`src/logic/fsh_pkg.sv`:
```
// constants, register map and types of the flash sequencer host
package fsh_pkg;
   localparam int ADDR_W = 20;
   localparam int DATA_W = 16;
   localparam int PADDR_W = 12;
   // apb register offsets
   localparam logic [PADDR_W-1:0] REG_CTRL   = 12'h000;
   localparam logic [PADDR_W-1:0] REG_ADDR   = 12'h004;
   localparam logic [PADDR_W-1:0] REG_WDATA  = 12'h008;
   localparam logic [PADDR_W-1:0] REG_STATUS = 12'h00c;
   localparam logic [PADDR_W-1:0] REG_RDATA  = 12'h010;
   // register fields
   localparam int CTRL_OP_LSB = 0;
   localparam int CTRL_ALT_BIT = 8;
   localparam int STAT_BUSY_BIT = 0;
   localparam int STAT_SR_LSB = 8;
   localparam int STAT_ERR_LSB = 16;
   localparam int ERR_W = 5;
   localparam logic [ADDR_W-1:0] ADDR_RESET = 20'h00000;
   localparam logic [DATA_W-1:0] DATA_RESET = 16'h0000;
   localparam logic [7:0] SR_RESET = 8'h00;
   // device command codes
   localparam logic [7:0] CMD_BLOCK_ERASE  = 8'h20;
   localparam logic [7:0] CMD_CHIP_ERASE   = 8'h30;
   localparam logic [7:0] CMD_PROGRAM      = 8'h40;
   localparam logic [7:0] CMD_PROGRAM_ALT  = 8'h10;
   localparam logic [7:0] CMD_CONFIRM      = 8'hd0;
   localparam logic [7:0] CMD_READ_ARRAY   = 8'hff;
   localparam logic [7:0] CMD_READ_STATUS  = 8'h70;
   localparam logic [7:0] CMD_CLEAR_STATUS = 8'h50;
   localparam logic [7:0] CMD_READ_ID      = 8'h90;
   // operation_status bit positions
   localparam int SR_READY = 7;
   localparam int SR_ERASE_ERR = 5;
   localparam int SR_PROG_ERR = 4;
   localparam int SR_SUPPLY = 3;
   localparam int SR_PROTECT = 1;
   localparam int SR_RESV = 0;
   // error summary positions
   localparam int ERR_SUPPLY = 0;
   localparam int ERR_PROTECT = 1;
   localparam int ERR_SEQ = 2;
   localparam int ERR_ERASE = 3;
   localparam int ERR_PROG = 4;
   // bus timing
   localparam int CLK_NS = 4;
   localparam int T_WP_NS = 50;
   localparam int T_WPH_NS = 30;
   localparam int T_ACC_NS = 90;
   localparam int T_REC_NS = 30;
   localparam logic [7:0] T_WP_CYC  = 8'((T_WP_NS + CLK_NS - 1) / CLK_NS);
   localparam logic [7:0] T_WPH_CYC = 8'((T_WPH_NS + CLK_NS - 1) / CLK_NS);
   localparam logic [7:0] T_ACC_CYC = 8'((T_ACC_NS + CLK_NS - 1) / CLK_NS);
   localparam logic [7:0] T_REC_CYC = 8'((T_REC_NS + CLK_NS - 1) / CLK_NS);
   localparam logic [7:0] CNT_ONE = 8'h01;
   localparam logic [7:0] CNT_ZERO = 8'h00;
   typedef enum logic [2:0] {
      OP_READ        = 3'h0,
      OP_BLOCK_ERASE = 3'h1,
      OP_CHIP_ERASE  = 3'h2,
      OP_PROGRAM     = 3'h3,
      OP_CLEAR       = 3'h4,
      OP_READ_ARRAY  = 3'h5,
      OP_READ_STATUS = 3'h6,
      OP_READ_ID     = 3'h7
   } fsh_op_t;
endpackage

```
`src/logic/fsh_cyc_if.sv`:
```
// one flash bus cycle request between sequencer and pin driver
`timescale 1ns/100ps
interface fsh_cyc_if;
   logic                        req;
   logic                        wr;
   logic [fsh_pkg::ADDR_W-1:0]  addr;
   logic [fsh_pkg::DATA_W-1:0]  wdata;
   logic                        done;
   logic [fsh_pkg::DATA_W-1:0]  rdata;
   modport master (output req, output wr, output addr, output wdata,
                   input done, input rdata);
   modport slave  (input req, input wr, input addr, input wdata,
                   output done, output rdata);
endinterface

```
`src/logic/fsh_bus_cycle.sv`:
```
// drives one timed write or read cycle on the flash pins
`timescale 1ns/100ps
module fsh_bus_cycle (
   input  wire logic                        clock,
   input  wire logic                        rstn,
   fsh_cyc_if.slave                         cyc,
   output logic      [fsh_pkg::ADDR_W-1:0]  flash_addr,
   output logic      [fsh_pkg::DATA_W-1:0]  flash_dq_out,
   input  wire logic [fsh_pkg::DATA_W-1:0]  flash_dq_in,
   output logic                             flash_dq_oe_n,
   output logic                             flash_ce_n,
   output logic                             flash_oe_n,
   output logic                             flash_we_n
);
   typedef enum logic [1:0] {PH_IDLE = 2'b00, PH_ACT = 2'b01, PH_REC = 2'b11} fsh_ph_t;
   fsh_ph_t    phase;
   logic [7:0] cnt;
   logic       is_wr;

   // phase and timing counter
   always_ff @(posedge clock or negedge rstn) begin
      if (!rstn) begin
         phase <= PH_IDLE;
         cnt   <= fsh_pkg::CNT_ZERO;
         is_wr <= 1'b0;
      end else begin
         case (phase)
            PH_IDLE: begin
               if (cyc.req && !cyc.done) begin
                  phase <= PH_ACT;
                  is_wr <= cyc.wr;
                  cnt   <= cyc.wr ? fsh_pkg::T_WP_CYC : fsh_pkg::T_ACC_CYC;
               end
            end
            PH_ACT: begin
               if (cnt == fsh_pkg::CNT_ONE) begin
                  phase <= PH_REC;
                  cnt   <= is_wr ? fsh_pkg::T_WPH_CYC : fsh_pkg::T_REC_CYC;
               end else begin
                  cnt <= cnt - fsh_pkg::CNT_ONE;
               end
            end
            PH_REC: begin
               if (cnt == fsh_pkg::CNT_ONE) begin
                  phase <= PH_IDLE;
               end else begin
                  cnt <= cnt - fsh_pkg::CNT_ONE;
               end
            end
            default: phase <= PH_IDLE;
         endcase
      end
   end

   // pin strobes, data lanes and completion
   always_ff @(posedge clock or negedge rstn) begin
      if (!rstn) begin
         flash_addr    <= fsh_pkg::ADDR_RESET;
         flash_dq_out  <= fsh_pkg::DATA_RESET;
         flash_dq_oe_n <= 1'b1;
         flash_ce_n    <= 1'b1;
         flash_oe_n    <= 1'b1;
         flash_we_n    <= 1'b1;
         cyc.done      <= 1'b0;
         cyc.rdata     <= fsh_pkg::DATA_RESET;
      end else begin
         cyc.done <= 1'b0;
         if (phase == PH_IDLE && cyc.req && !cyc.done) begin
            flash_addr    <= cyc.addr;
            flash_dq_out  <= cyc.wdata;
            flash_dq_oe_n <= !cyc.wr;
            flash_ce_n    <= 1'b0;
            flash_we_n    <= !cyc.wr;
            flash_oe_n    <= cyc.wr;
         end else if (phase == PH_ACT && cnt == fsh_pkg::CNT_ONE) begin
            flash_ce_n <= 1'b1;
            flash_we_n <= 1'b1;
            flash_oe_n <= 1'b1;
            if (!is_wr) begin
               cyc.rdata <= flash_dq_in;
            end
         end else if (phase == PH_REC && cnt == fsh_pkg::CNT_ONE) begin
            // data held through recovery so it stays valid past the strobe edge
            flash_dq_oe_n <= 1'b1;
            cyc.done      <= 1'b1;
         end
      end
   end
endmodule

```
`src/logic/fsh_seq_host.sv`:
```
// apb-controlled host sequencer for erase, program and status of a parallel flash
//
// Notes on behaviour
// - Status bit 0 is reserved; the host masks it in polled status but not in RDATA reads.
// - Bits 6 to 0 are meaningful only once bit 7 reads ready.
// - Completion is found from the ready pin or by polling bit 7.
// - Block erase is 20H then D0H at an address inside the block.
// - Chip erase is 30H then D0H, full status checked afterwards.
// - Word or byte write is 40H or 10H then the data to target.
// - After any error the host clears status before retrying.
// - Repeated writes or erases may share one final full status check.
// - Writing FFH returns the device to array read.
// - Writing 70H makes following reads return the status byte.
`timescale 1ns/100ps
module fsh_seq_host (
   input  wire logic                         clock,
   input  wire logic                         rstn,
   input  wire logic                         psel,
   input  wire logic                         penable,
   input  wire logic                         pwrite,
   input  wire logic [fsh_pkg::PADDR_W-1:0]  paddr,
   input  wire logic [31:0]                  pwdata,
   output logic      [31:0]                  prdata,
   output logic                              pready,
   output logic                              pslverr,
   output logic      [fsh_pkg::ADDR_W-1:0]   flash_addr,
   output logic      [fsh_pkg::DATA_W-1:0]   flash_dq_out,
   input  wire logic [fsh_pkg::DATA_W-1:0]   flash_dq_in,
   output logic                              flash_dq_oe_n,
   output logic                              flash_ce_n,
   output logic                              flash_oe_n,
   output logic                              flash_we_n,
   input  wire logic                         ready_busy_output
);
   typedef enum logic [2:0] {
      S_IDLE     = 3'b000,
      S_PRE_CMD  = 3'b001,
      S_PRE_POLL = 3'b011,
      S_SETUP    = 3'b010,
      S_CONFIRM  = 3'b110,
      S_POLL     = 3'b111,
      S_DONE     = 3'b101
   } fsh_state_t;

   fsh_cyc_if cyc ();

   fsh_state_t                 state;
   fsh_state_t                 next_state;
   fsh_pkg::fsh_op_t           op;
   logic                       alt_setup;
   logic [fsh_pkg::ADDR_W-1:0] addr_reg;
   logic [fsh_pkg::DATA_W-1:0] wdata_reg;
   logic [fsh_pkg::DATA_W-1:0] rdata_reg;
   logic [7:0]                 sr_q;
   logic [7:0]                 last_cmd;
   logic [fsh_pkg::ERR_W-1:0]  err;
   logic [fsh_pkg::ERR_W-1:0]  chk_err;
   logic [7:0]                 sr_in;
   logic                       long_op;
   logic                       start;
   logic                       refuse;
   logic                       acc;
   logic                       issue;
   logic                       next_wr;
   logic [fsh_pkg::DATA_W-1:0] next_wdata;
   logic                       wdone;
   logic                       rdone;

   fsh_bus_cycle u_bus (
      .clock         (clock),
      .rstn          (rstn),
      .cyc           (cyc.slave),
      .flash_addr    (flash_addr),
      .flash_dq_out  (flash_dq_out),
      .flash_dq_in   (flash_dq_in),
      .flash_dq_oe_n (flash_dq_oe_n),
      .flash_ce_n    (flash_ce_n),
      .flash_oe_n    (flash_oe_n),
      .flash_we_n    (flash_we_n)
   );

   assign sr_in = cyc.rdata[7:0] & ~(8'h01 << fsh_pkg::SR_RESV);

   fsh_status_check u_chk (
      .sr  (sr_in),
      .err (chk_err)
   );

   assign long_op = (op == fsh_pkg::OP_BLOCK_ERASE) || (op == fsh_pkg::OP_CHIP_ERASE)
                    || (op == fsh_pkg::OP_PROGRAM);
   assign wdone = cyc.done && cyc.wr;
   assign rdone = cyc.done && !cyc.wr;
   assign acc   = psel && penable && pready;
   assign start = acc && pwrite && !pslverr && (paddr == fsh_pkg::REG_CTRL);

   // no new erase or write while an error is pending
   always_comb begin
      refuse = 1'b0;
      if (pwrite && paddr == fsh_pkg::REG_CTRL) begin
         refuse = (state != S_IDLE) || ((err != '0) &&
                  (pwdata[2:0] == fsh_pkg::OP_BLOCK_ERASE ||
                   pwdata[2:0] == fsh_pkg::OP_CHIP_ERASE ||
                   pwdata[2:0] == fsh_pkg::OP_PROGRAM));
      end
   end

   // apb slave: one wait-free access phase
   always_ff @(posedge clock or negedge rstn) begin
      if (!rstn) begin
         pready  <= 1'b0;
         pslverr <= 1'b0;
         prdata  <= '0;
      end else begin
         pready  <= psel && !penable;
         pslverr <= 1'b0;
         prdata  <= '0;
         if (psel && !penable) begin
            case (paddr)
               fsh_pkg::REG_CTRL: begin
                  prdata[2:0] <= op;
                  prdata[fsh_pkg::CTRL_ALT_BIT] <= alt_setup;
                  pslverr <= refuse;
               end
               fsh_pkg::REG_ADDR:  prdata[fsh_pkg::ADDR_W-1:0] <= addr_reg;
               fsh_pkg::REG_WDATA: prdata[fsh_pkg::DATA_W-1:0] <= wdata_reg;
               fsh_pkg::REG_STATUS: begin
                  prdata[fsh_pkg::STAT_BUSY_BIT] <= (state != S_IDLE);
                  prdata[fsh_pkg::STAT_SR_LSB +: 8] <= sr_q;
                  prdata[fsh_pkg::STAT_ERR_LSB +: fsh_pkg::ERR_W] <= err;
               end
               fsh_pkg::REG_RDATA: prdata[fsh_pkg::DATA_W-1:0] <= rdata_reg;
               default: pslverr <= 1'b1;
            endcase
         end
      end
   end

   // software-written operands
   always_ff @(posedge clock or negedge rstn) begin
      if (!rstn) begin
         op        <= fsh_pkg::OP_READ;
         alt_setup <= 1'b0;
         addr_reg  <= fsh_pkg::ADDR_RESET;
         wdata_reg <= fsh_pkg::DATA_RESET;
      end else if (acc && pwrite && !pslverr) begin
         if (paddr == fsh_pkg::REG_CTRL) begin
            op        <= fsh_pkg::fsh_op_t'(pwdata[fsh_pkg::CTRL_OP_LSB +: 3]);
            alt_setup <= pwdata[fsh_pkg::CTRL_ALT_BIT];
         end
         if (paddr == fsh_pkg::REG_ADDR) begin
            addr_reg <= pwdata[fsh_pkg::ADDR_W-1:0];
         end
         if (paddr == fsh_pkg::REG_WDATA) begin
            wdata_reg <= pwdata[fsh_pkg::DATA_W-1:0];
         end
      end
   end

   // sequence of bus cycles per operation
   always_comb begin
      next_state = state;
      case (state)
         S_IDLE: begin
            if (start) begin
               next_state = (pwdata[2:0] == fsh_pkg::OP_BLOCK_ERASE ||
                             pwdata[2:0] == fsh_pkg::OP_CHIP_ERASE ||
                             pwdata[2:0] == fsh_pkg::OP_PROGRAM) ? S_PRE_CMD : S_SETUP;
            end
         end
         S_PRE_CMD:  if (wdone) next_state = S_PRE_POLL;
         S_PRE_POLL: if (rdone && sr_in[fsh_pkg::SR_READY]) next_state = S_SETUP;
         S_SETUP: begin
            if (cyc.done) begin
               next_state = long_op ? S_CONFIRM : S_DONE;
            end
         end
         S_CONFIRM:  if (wdone) next_state = S_POLL;
         S_POLL:     if (rdone && sr_in[fsh_pkg::SR_READY]) next_state = S_DONE;
         S_DONE:     next_state = S_IDLE;
         default:    next_state = S_IDLE;
      endcase
   end

   always_ff @(posedge clock or negedge rstn) begin
      if (!rstn) begin
         state <= S_IDLE;
      end else begin
         state <= next_state;
      end
   end

   // cycle kind and data for the current state
   always_comb begin
      issue      = 1'b0;
      next_wr    = 1'b1;
      next_wdata = fsh_pkg::DATA_RESET;
      case (state)
         // read-status command before the ready check
         S_PRE_CMD: begin
            issue = 1'b1;
            next_wdata[7:0] = fsh_pkg::CMD_READ_STATUS;
         end
         // next status read only once the ready pin is high
         S_PRE_POLL, S_POLL: begin
            issue   = ready_busy_output;
            next_wr = 1'b0;
         end
         S_SETUP: begin
            issue = 1'b1;
            case (op)
               fsh_pkg::OP_BLOCK_ERASE: next_wdata[7:0] = fsh_pkg::CMD_BLOCK_ERASE;
               fsh_pkg::OP_CHIP_ERASE:  next_wdata[7:0] = fsh_pkg::CMD_CHIP_ERASE;
               fsh_pkg::OP_PROGRAM: next_wdata[7:0] = alt_setup ? fsh_pkg::CMD_PROGRAM_ALT
                                                                 : fsh_pkg::CMD_PROGRAM;
               fsh_pkg::OP_CLEAR:       next_wdata[7:0] = fsh_pkg::CMD_CLEAR_STATUS;
               fsh_pkg::OP_READ_ARRAY:  next_wdata[7:0] = fsh_pkg::CMD_READ_ARRAY;
               fsh_pkg::OP_READ_STATUS: next_wdata[7:0] = fsh_pkg::CMD_READ_STATUS;
               fsh_pkg::OP_READ_ID:     next_wdata[7:0] = fsh_pkg::CMD_READ_ID;
               default:                 next_wr = 1'b0;
            endcase
         end
         S_CONFIRM: begin
            issue = 1'b1;
            if (op == fsh_pkg::OP_PROGRAM) begin
               next_wdata = wdata_reg;
            end else begin
               next_wdata[7:0] = fsh_pkg::CMD_CONFIRM;
            end
         end
         default: issue = 1'b0;
      endcase
   end

   // request to the pin driver, held until done
   always_ff @(posedge clock or negedge rstn) begin
      if (!rstn) begin
         cyc.req   <= 1'b0;
         cyc.wr    <= 1'b0;
         cyc.addr  <= fsh_pkg::ADDR_RESET;
         cyc.wdata <= fsh_pkg::DATA_RESET;
      end else if (cyc.done) begin
         cyc.req <= 1'b0;
      end else if (!cyc.req && issue) begin
         cyc.req   <= 1'b1;
         cyc.wr    <= next_wr;
         cyc.addr  <= addr_reg;
         cyc.wdata <= next_wdata;
      end
   end

   // captured status, read data and last command
   always_ff @(posedge clock or negedge rstn) begin
      if (!rstn) begin
         sr_q      <= fsh_pkg::SR_RESET;
         rdata_reg <= fsh_pkg::DATA_RESET;
         last_cmd  <= fsh_pkg::SR_RESET;
      end else begin
         if (rdone && (state == S_PRE_POLL || state == S_POLL)) begin
            sr_q <= sr_in;
         end
         if (rdone && state == S_SETUP) begin
            rdata_reg <= cyc.rdata;
         end
         if (wdone) begin
            last_cmd <= cyc.wdata[7:0];
         end
      end
   end

   // error summary taken only from a ready status byte
   always_ff @(posedge clock or negedge rstn) begin
      if (!rstn) begin
         err <= '0;
      end else if (state == S_DONE && op == fsh_pkg::OP_CLEAR) begin
         err <= '0;
      end else if (rdone && state == S_POLL && sr_in[fsh_pkg::SR_READY]) begin
         err <= err | chk_err;
      end
   end
endmodule

```
`src/logic/fsh_status_check.sv`:
```
// decodes a ready operation_status byte into error summary flags
`timescale 1ns/100ps
module fsh_status_check (
   input  wire logic [7:0]                sr,
   output logic      [fsh_pkg::ERR_W-1:0] err
);
   always_comb begin
      err = '0;
      err[fsh_pkg::ERR_SUPPLY]  = sr[fsh_pkg::SR_SUPPLY];
      err[fsh_pkg::ERR_PROTECT] = sr[fsh_pkg::SR_PROTECT];
      // both error bits together mean a bad command sequence
      err[fsh_pkg::ERR_SEQ]   = sr[fsh_pkg::SR_ERASE_ERR] & sr[fsh_pkg::SR_PROG_ERR];
      err[fsh_pkg::ERR_ERASE] = sr[fsh_pkg::SR_ERASE_ERR] & ~sr[fsh_pkg::SR_PROG_ERR];
      err[fsh_pkg::ERR_PROG]  = sr[fsh_pkg::SR_PROG_ERR] & ~sr[fsh_pkg::SR_ERASE_ERR];
   end
endmodule

```
`config.mk`:
```
export PLATFORM = sky130hd
export DESIGN_NAME = fsh_seq_host
export DESIGN_NICKNAME = d
export VERILOG_FILES = /design/src/logic/fsh_pkg.sv /design/src/logic/fsh_cyc_if.sv /design/src/logic/fsh_bus_cycle.sv /design/src/logic/fsh_seq_host.sv /design/src/logic/fsh_status_check.sv
export SDC_FILE = /design/constraint.sdc
export NUM_CORES = 1
export LEC_CHECK = 0
export ABC_CLOCK_PERIOD_IN_PS = 2790
export BUFFER_PORTS_ARGS = -buffer_cell sky130_fd_sc_hd__buf_2
export CORE_MARGIN = 5
export CORE_UTILIZATION = 57
export DETAILED_ROUTE_END_ITERATION = 8
export HOLD_SLACK_MARGIN = 0.12
export PLACE_DENSITY = 0.78
export SLEW_MARGIN = 40
export SYNTH_ARGS = -nofsm -noshare
export SYNTH_HDL_FRONTEND = slang
export SYNTH_SLANG_ARGS = --single-unit
```
`constraint.sdc`:
```
create_clock -name clock -period 2.79 [get_ports clock]
set_clock_uncertainty 0.2 [all_clocks]
set_input_delay 0.558 -clock clock [delete_from_list [all_inputs] [get_ports clock]]
set_output_delay 0.558 -clock clock [all_outputs]
set_load 0.02 [all_outputs]
```
Yosys cells after proc, flatten, opt, wreduce, memory -nomap -nowiden
Cells that the tools add are included.
{"block": "word_totals", "regBits": 200, "latchBits": 0, "ram_bits": 0, "rom_bits": 0, "input_bits": 66, "output_inout_bits": 74, "wordCells": 179, "memories": 0}
{"block": "op_classes", "add_sub_neg": 1, "n_mul": 0, "n_div": 0, "magnitude_cmp": 0, "eq_ne": 34, "n_shift": 0, "mux": 52, "bitwise": 9, "n_reduce_logical": 57}
{"operator": "case mux 8 bit (7 select lines)", "count": 1}
{"operator": "2-to-1 mux 8 bit", "count": 6}
{"operator": "case mux 8 bit (3 select lines)", "count": 2}
{"operator": "case mux 7 bit (4 select lines)", "count": 1}
{"operator": "equality test 12 x 4 -> 1 bit, second input constant", "count": 2}
{"operator": "logical AND 1 bit", "count": 22}
{"operator": "equality test 3 bit, second input constant", "count": 7}
{"operator": "2-to-1 mux 21 bit", "count": 1}
{"operator": "equality test 3 x 2 -> 1 bit, second input constant", "count": 6}
{"operator": "2-to-1 mux 3 bit", "count": 6}
{"operator": "case mux 3 bit (6 select lines)", "count": 1}
{"operator": "2-to-1 mux 1 bit", "count": 16}
{"operator": "2-to-1 mux 5 bit", "count": 3}
{"operator": "case mux 5 bit (3 select lines)", "count": 1}
{"operator": "equality test 12 x 3 -> 1 bit, second input constant", "count": 1}
{"operator": "equality test 12 x 5 -> 1 bit, second input constant", "count": 1}
{"operator": "zero test 12 bit", "count": 1}
{"operator": "!= test 2 bit, second input constant", "count": 6}
{"operator": "AND reduction 2 bit", "count": 6}
{"operator": "2-to-1 mux 2 bit", "count": 5}
{"operator": "!= test 2 x 1 -> 1 bit, second input constant", "count": 5}
{"operator": "equality test 3 x 1 -> 1 bit, second input constant", "count": 3}
{"operator": "AND reduction 3 bit", "count": 3}
{"operator": "equality test 8 x 1 -> 1 bit, second input constant", "count": 1}
{"operator": "25 further kinds", "count": 46}

Logic depth before layout (Yosys ltp)
Gate-level depths: netlist of run 1.
{"block": "depth", "ltp_word": 8, "depth_mapped": 8, "ltp_nobuf": 7}

Hierarchy
From an unflattened synthesis of run 1, not the netlist that was laid out.
{"block": "unflattened", "cells_unflattened": 810, "area_unflattened_um2": 8841.0}
{"module": "fsh_seq_host", "instances": 1, "cells_each": 538, "area_each_um2": 6000.8, "seq_area_each_um2": 3303.2}
{"module": "fsh_bus_cycle", "instances": 1, "cells_each": 267, "area_each_um2": 2802.7, "seq_area_each_um2": 1706.6}
{"module": "fsh_status_check", "instances": 1, "cells_each": 5, "area_each_um2": 37.5, "seq_area_each_um2": 0.0}

Least setup slack after synthesis of run 1
OpenSTA, ideal clock, no wires.
{"block": "synth_timing", "path_type": "in2reg", "from": "input paddr[3] in the netlist's numbering", "to": "register wdata_reg[10] in the netlist's numbering", "setup_time_ps": 125, "arrival_ps": 2052, "path_slack_ps": 414, "cell_stages": 6, "path_buffers": 2, "cell_sequence": "buf_2 > nor3b_2 > inv_1 > nor2_1 > buf_4 > mux2_2"}
{"block": "synth_between", "elab_chain_cells": 2}
{"item": "start, declared", "line": "fsh_seq_host.sv:21", "source": "input wire logic [fsh_pkg::PADDR_W-1:0] paddr,"}
{"item": "equality test 12 x 4 -> 1 bit", "line": "fsh_seq_host.sv:153", "source": "if (paddr == fsh_pkg::REG_WDATA) begin"}
{"item": "AND reduction 2 bit (no line)"}
{"item": "end signal, assigned", "line": "fsh_seq_host.sv:144", "source": "wdata_reg <= fsh_pkg::DATA_RESET;"}
{"item": "end signal, assigned", "line": "fsh_seq_host.sv:154", "source": "wdata_reg <= pwdata[fsh_pkg::DATA_W-1:0];"}
{"item": "end, declared", "line": "fsh_seq_host.sv:52", "source": "logic [fsh_pkg::DATA_W-1:0] wdata_reg;"}
Every way passes these cells.
A chain may end at the register's enable or synchronous reset.

Worst setup path in the final report of run 1
{"block": "layout_timing", "from": "register u_bus.cnt[3]", "to": "register u_bus.cyc.rdata[3]"}
{"block": "layout_between", "elab_chain_cells": 3}
{"item": "start, declared", "line": "fsh_bus_cycle.sv:17", "source": "logic [7:0] cnt;"}
{"item": "start signal, assigned", "line": "fsh_bus_cycle.sv:24", "source": "cnt <= fsh_pkg::CNT_ZERO;"}
{"item": "start signal, assigned", "line": "fsh_bus_cycle.sv:32", "source": "cnt <= cyc.wr ? fsh_pkg::T_WP_CYC : fsh_pkg::T_ACC_CYC;"}
{"item": "start signal, assigned", "line": "fsh_bus_cycle.sv:38", "source": "cnt <= is_wr ? fsh_pkg::T_WPH_CYC : fsh_pkg::T_REC_CYC;"}
{"item": "equality test 8 x 1 -> 1 bit", "line": "fsh_bus_cycle.sv:75", "source": "end else if (phase == PH_ACT && cnt == fsh_pkg::CNT_ONE) begin"}
{"item": "logical AND 1 bit", "line": "fsh_bus_cycle.sv:75"}
{"item": "AND reduction 3 bit (no line)"}
{"item": "end signal, assigned", "line": "fsh_bus_cycle.sv:65", "source": "cyc.rdata <= fsh_pkg::DATA_RESET;"}
{"item": "end signal, assigned", "line": "fsh_bus_cycle.sv:80", "source": "cyc.rdata <= flash_dq_in;"}
{"item": "end, declared", "line": "fsh_cyc_if.sv:13", "source": "output done, output rdata);"}
Every way passes these cells.

==> results of run 1 <==
cell type report:
type,count,area (µm²),share of cell area (%)
Clock buffer,21,460,4.50
Tap cell,188,235,2.30
Sequential cell,200,5010,49.0
Multi-Input combinational cell,512,3450,33.7
Clock inverter,10,190,1.86
Timing Repair Buffer,137,837,8.18
Inverter,12,45.0,0.440
worst max path at each step:
| stage | slack (ns) | depth (start not counted) | start | endpoint |
|---|---|---|---|---|
| 2_1_floorplan | 0.41 | 6 | paddr[3] | wdata_reg[10] |
| 3_3_place_gp | 0.31 | 6 | paddr[9] | addr_reg[18] |
| 3_5_place_dp | 0.27 | 6 | paddr[9] | addr_reg[11] |
| 4_1_cts | 0.36 | 5 | u_bus.cnt[3] | u_bus.cyc.rdata[1] |
| 5_1_grt | 0.31 | 5 | u_bus.cnt[3] | u_bus.cyc.rdata[15] |
| 6_report | 0.37 | 5 | u_bus.cnt[3] | u_bus.cyc.rdata[3] |
metal layers:
layer	GRT usage (%)	routed length [µm]	part of all wire, %
met1	33.5	9160	45
met2	37.3	9600	47
met3	4.83	1140	5.6
met4	7.54	385	1.9
met5	0	0	0
synthesized netlist by cell type (8+ instances only):
cell	number
o21ai_0	26
a21oi_1	22
mux2i_1	11
a22oi_1	12
clkbuf_1	27
nand2_1	156
nor2_1	42
mux2_2	88
dfrtp_1	196
o21a_1	10
nand2b_1	8
inv_1	12
mux2_4	10
buf_4	12
nor2b_1	10
power breakdown:
group | leakage [nW] | switching [W] | total (W) | internal (W)
Combinational | 2.25 | 0.000216 | 0.000343 | 0.000127
Clock | 0.319 | 0.00105 | 0.00270 | 0.00164
Sequential | 2.73 | 0.0000360 | 0.00296 | 0.00293
what timing repair did:
item,CTS,global route
setup endpoints to repair,0,0
hold endpoints to repair,58,0
hold buffers,1,0
buffers inserted,0,0
cell families (layout without fill, tap and decap cells):
group	after synthesis	count (layout)
AO/OA/AOI/OAI	115	115
XOR/XNOR	1	1
adder cells (fa/ha/maj)	6	6
buffers and inverters	61	180
flip-flops	200	200
multiplexers	109	109
other	1	11
AND/OR/NAND/NOR	270	270
through the flow:
stage	utilization, %	instances	hold WS, ns	worst slack [ns]	power, W
after floorplan	-	773	0.0624	0.414	0.00321
after global placement	63.4	1048	0.244	0.308	0.00335
after detailed placement	63.4	1048	0.250	0.270	0.00336
after CTS	67.8	1080	0.139	0.356	0.00603
after global routing	67.8	1080	0.137	0.308	0.00619
final	67.8	1080	0.153	0.365	0.00600
cells in the final DEF, fill, tap and decap left out, drive strengths merged, types with 12 or more instances in the layout:
master	n
nand2	156
inv	15
a21oi	22
mux2	98
o21ai	27
dfrtp	196
a22oi	12
buf	135
clkbuf	22
nor2	42
worst max-delay path: stages (launching register included):
cell and delay, ns:
dfrtp_1 0.45, or4_4 0.61, nor3_4 0.23, and4bb_1 0.28
buf_12 0.18, mux2_2 0.35
==> results_dict.tcl, run 1 <==
set metrics [dict create \
    run_status "complete, no violations" \
    place.gp.congestion 0.839 \
    synthAdderAreaFrac_pct 0.861 \
    regMostFlops "prdata" \
    reg2reg_from "u_bus.cnt[3]" \
    cts_root_buffer "clkbuf_16" \
    antenna_found_initial 0 \
    viasPerCell 5.73 \
    r2r_cells 5 \
    ctsHtreeMaxLevel 4 \
    hold_depth 2 \
    synth_flop_cell "dfrtp_1" \
    whs_endpoint "u_bus.cyc.rdata[11]" \
    hold_viol 0 \
    synth_warnings 0 \
    synth_simple_gate_area_share_pct 14.7 \
    netlist_instances 763 \
    clock_latency_ns 0.43 \
    num_rows 45 \
    synthArstFlopShare_pct 100 \
    grt_use_total_pct 23.7 \
    yosys.area_share.xor_xnor_pct 0.100 \
    grt_pass1_wl_um 33300 \
    fin_crit_sh_pct 86.9 \
    grt_pass1_vias 6227 \
    wl_um 20300 \
    port_buffers 116 \
    required_ns 2.91 \
    ir_worst_vdd_v 0.000425 \
    synthDistinctLibCells 69 \
    cts_made_buffers 17 \
    final_area_um2 10200 \
    synth_compound_gate_area_share_pct 8.97 \
    hpwl_um 14200 \
    area_delta_synth_final_pct 17.3 \
    critPathKind "flip-flop to flip-flop" \
    hp-start "flash_dq_in[11]" \
    fp.coreArea_um2 15100 \
    path_clk_slew_ns 0.07 \
    cp.arrival_ns 2.54 \
    via_count 6190 \
    drtAntennaViolNets 0 \
    maxSlewViolCount 0 \
    hp-class "input port to flip-flop" \
    drc 0 \
    wire_per_inst_um 18.8 \
    crit_fanout 16 \
    grt_max_degree 63 \
    post_synth.cell_area_avg_um2 11.4 \
    netlist_top_cells_area "dfrtp_1 (56%), mux2_2 (11%), nand2_1 (6.7%), nor2_1 (1.8%), mux2_4 (1.7%)" \
    cts_resized 0 \
    cts.sinks 200 \
    largest_reg_flops 21 \
    ios 140 \
    initial_utilization_pct 57.8 \
    r2r_end "u_bus.cyc.rdata[3]" \
    fin_nets 952 \
    drt-initial-drc-count 634 \
    crit_path_end_kind "flip-flop" \
    finalCriticalPeriod_ns 2.42 \
    dieArea_um2 17900 \
    layout-drive-gt1-share_pct 31.8 \
    worstSetupStartpointType "flip-flop" \
    yosys-mux-area-fraction_pct 14.3 \
    yosysTopAreaCell "dfrtp_1" \
    dpl_cell_area_um2 9570 \
    fmax_ghz 0.412 \
    tns_ns 0 \
    rsz0062_at_grt "no" \
    maxCapViolations 0 \
    synth_top_family_by_area "simple AND/OR/NAND/NOR gates" \
    worstMarginPinSlew_ns 0.546 \
    synth-edff-count 0 \
    slew_headroom_pct 62.6 \
    tritoncts "done" \
    die_x_um 134 \
    die_h_um 134 \
    cellPowerDensity_nw_per_um2 587 \
    netlist_area_um2 8720 \
    seq_area_frac_synth_pct 57.5 \
    globalRouteOverflowTotal 0 \
    p_leak_nw 5.30 \
    drt_pass1_iterations 5 \
    ff2ff_setup_slack_ns 0.37 \
    setup_viol 0 \
    antenna-diode-count 0 \
    fillers 1124 \
    yosys_register_bits 200 \
    netlist.area_leader.share_pct 56.2 \
    clock_path_buffers 2 \
]
No activity file was read; power rests on OpenSTA's default activity.
==> run 2, diff against run 1 <==
ABC_CLOCK_PERIOD_IN_PS = 3110   (was 2790)
CORE_UTILIZATION = 58   (was 57)
PLACE_DENSITY = 0.8   (was 0.78)
clock period = 3.11 ns   (was 2.79 ns; I/O delays follow)
==> results_dict.tcl, run 2 (synthesized netlist as in run 1, its figures left out) <==
set metrics [dict create \
    run_status "complete, no violations" \
    clock_latency_ns 0.44 \
    wl_um 20300 \
    comb_power_share_pct 6.0 \
    final_core_util_pct 69.0 \
    maxCapViolations 0 \
    drt_pass1_iterations 4 \
    tns_ns 0 \
    cts_resized 0 \
    gr-usage-met3_pct 4.29 \
    slew_headroom_pct 55.8 \
    startpoint "u_bus.cnt[3]" \
    fin_crit_sh_pct 81.4 \
    hold_viol 0 \
    cp.arrival_ns 2.65 \
    internal-power_w 0.00382 \
    crit_buf_inv 1 \
    grt_use_met1_pct 34.1 \
    ios 140 \
    place.gp.congestion 0.865 \
    swShare_pct 24.9 \
    pre_cts_slack_ns 0.450 \
    ir_worst_vdd_v 0.000390 \
    dieArea_um2 17600 \
    globalRouteOverflowTotal 0 \
    p_clk_share_pct 41.7 \
    maxSlewViolCount 0 \
    path_clk_slew_ns 0.07 \
    crit_family "simple AND/OR/NAND/NOR gates" \
    fin_nets 954 \
    setup_ws_ns 0.577 \
    initial_utilization_pct 59.5 \
    crit_fanout 16 \
    cts.sinks 200 \
    wire_per_inst_um 18.9 \
    layout-drive-gt1-share_pct 32.3 \
    top_usage_layer "met2" \
    finalCriticalPeriod_ns 2.53 \
    drtAntennaViolNets 0 \
    num_rows 44 \
    drt-initial-drc-count 473 \
    hp-start "flash_dq_in[6]" \
    area_delta_synth_final_pct 15.9 \
    fillers 1096 \
    grt_max_degree 74 \
    p_sw_w 0.00127 \
    gr-usage-met2_pct 36.8 \
    p_seq_share_pct 52.3 \
    cts_made_buffers 17 \
    via_count 6198 \
    worstSetupStartpointType "flip-flop" \
    hpwl_um 14300 \
    reg2reg_from "u_bus.cnt[3]" \
    crit_path_end_kind "flip-flop" \
    final_cell_mix "dfrtp_1 (196), nand2_1 (156), buf_2 (115)" \
    cts_root_buffer "clkbuf_16" \
    ctsHtreeMaxLevel 4 \
    antenna-diode-count 0 \
    hp-class "input port to flip-flop" \
    largest_reg_flops 21 \
    rsz0062_at_grt "no" \
    grt_pass1_wl_um 33400 \
    tritoncts "done" \
    critPathKind "flip-flop to flip-flop" \
    required_ns 3.23 \
    fp.coreArea_um2 14600 \
    die_h_um 133 \
    fmax_ghz 0.395 \
    slowest_delay_ns 0.62 \
    clock_path_buffers 2 \
    grt_use_total_pct 23.9 \
    drc 0 \
    cp_slowest_cell "or4_4" \
    cp_cell_sequence "or4_4 -> nor3_4 -> and4bb_1 -> buf_4 -> mux2_2" \
    port_buffers 116 \
    regMostFlops "prdata" \
    antenna_found_initial 0 \
    final_common_cell "dfrtp_1" \
    die_x_um 133 \
    viasPerCell 5.74 \
    worstMarginPinSlew_ns 0.663 \
    p_leak_nw 5.25 \
    cellPowerDensity_nw_per_um2 503 \
    grt_pass1_vias 6274 \
    setup_viol 0 \
]
==> run 2: cell types whose count changed in the layout (fill, tap and decap cells not counted), moves of 3 or more <==
| cell | before | now |
|---|---|---|
| buf_12 | 7 | 3 |
| buf_4 | 13 | 19 |
| bufinv_16 | 5 | 0 |
| clkinvlp_4 | 0 | 3 |
==> run 2: routing by layer <==
metal  vias to the layer above  share of wire (%)
met3                        39                5.1
met5                         -                  0
li1                       2874                  -
met4                         0                2.5
met2                       196                 47
met1                      3089                 45
==> run 2: worst paths after layout <==
kind,endpoint,slack (ns),cells past startpoint
setup / recovery,u_bus.cyc.rdata[2],0.58,5
min in group asynchronous,u_bus.flash_addr[18],0.56,2
hold / removal,u_bus.cyc.rdata[6],0.21,2
hold reg to reg,u_bus.flash_ce_n,0.26,2
max in group asynchronous,prdata[10],1.39,3
setup reg to reg,u_bus.cyc.rdata[2],0.58,5
==> run 2: power groups by stage <==
stage	Sequential, W	Combinational (W)	Clock, W
after floorplan	0.00270	0.000181	0
after global placement	0.00271	0.000296	0
after detailed placement	0.00271	0.000302	0
after CTS	0.00266	0.000305	0.00214
after global routing	0.00266	0.000337	0.00225
final	0.00266	0.000303	0.00212
==> run 2: area by class of cell <==
type / count / area (µm²) / share of cell area, %
well taps: 184 / 230 / 2.28
flip-flops and latches: 200 / 5010 / 49.6
clock inverters: 14 / 131 / 1.30
repair buffers: 139 / 802 / 7.93
multi-input cells: 512 / 3450 / 34.1
clock buffers: 18 / 439 / 4.34
inverters: 12 / 45.0 / 0.446
==> run 2: worst reg2reg max path, stage by stage, from the launching register on <==
cell      delay (ns)
dfrtp_1         0.45
or4_4           0.62
nor3_4          0.23
and4bb_1        0.24
buf_4           0.29
mux2_2          0.39
==> run 2: per-stage QoR <==
stage | area (µm²) | power [W] | hold slack, ns | std cells
after CTS | 10100 | 0.00511 | 0.187 | 1079
after global placement | 9530 | 0.00300 | 0.245 | 1046
after detailed placement | 9530 | 0.00301 | 0.247 | 1046
final | 10100 | 0.00508 | 0.206 | 1079
after floorplan | 8760 | 0.00288 | 0.126 | 773
after global routing | 10100 | 0.00525 | 0.193 | 1079
==> run 2: repair_timing <==
action / 4_1_cts / 5_1_grt
setup buffers: 0 / 0
hold endpoints to repair: 66 / 0
hold buffers: 1 / 0
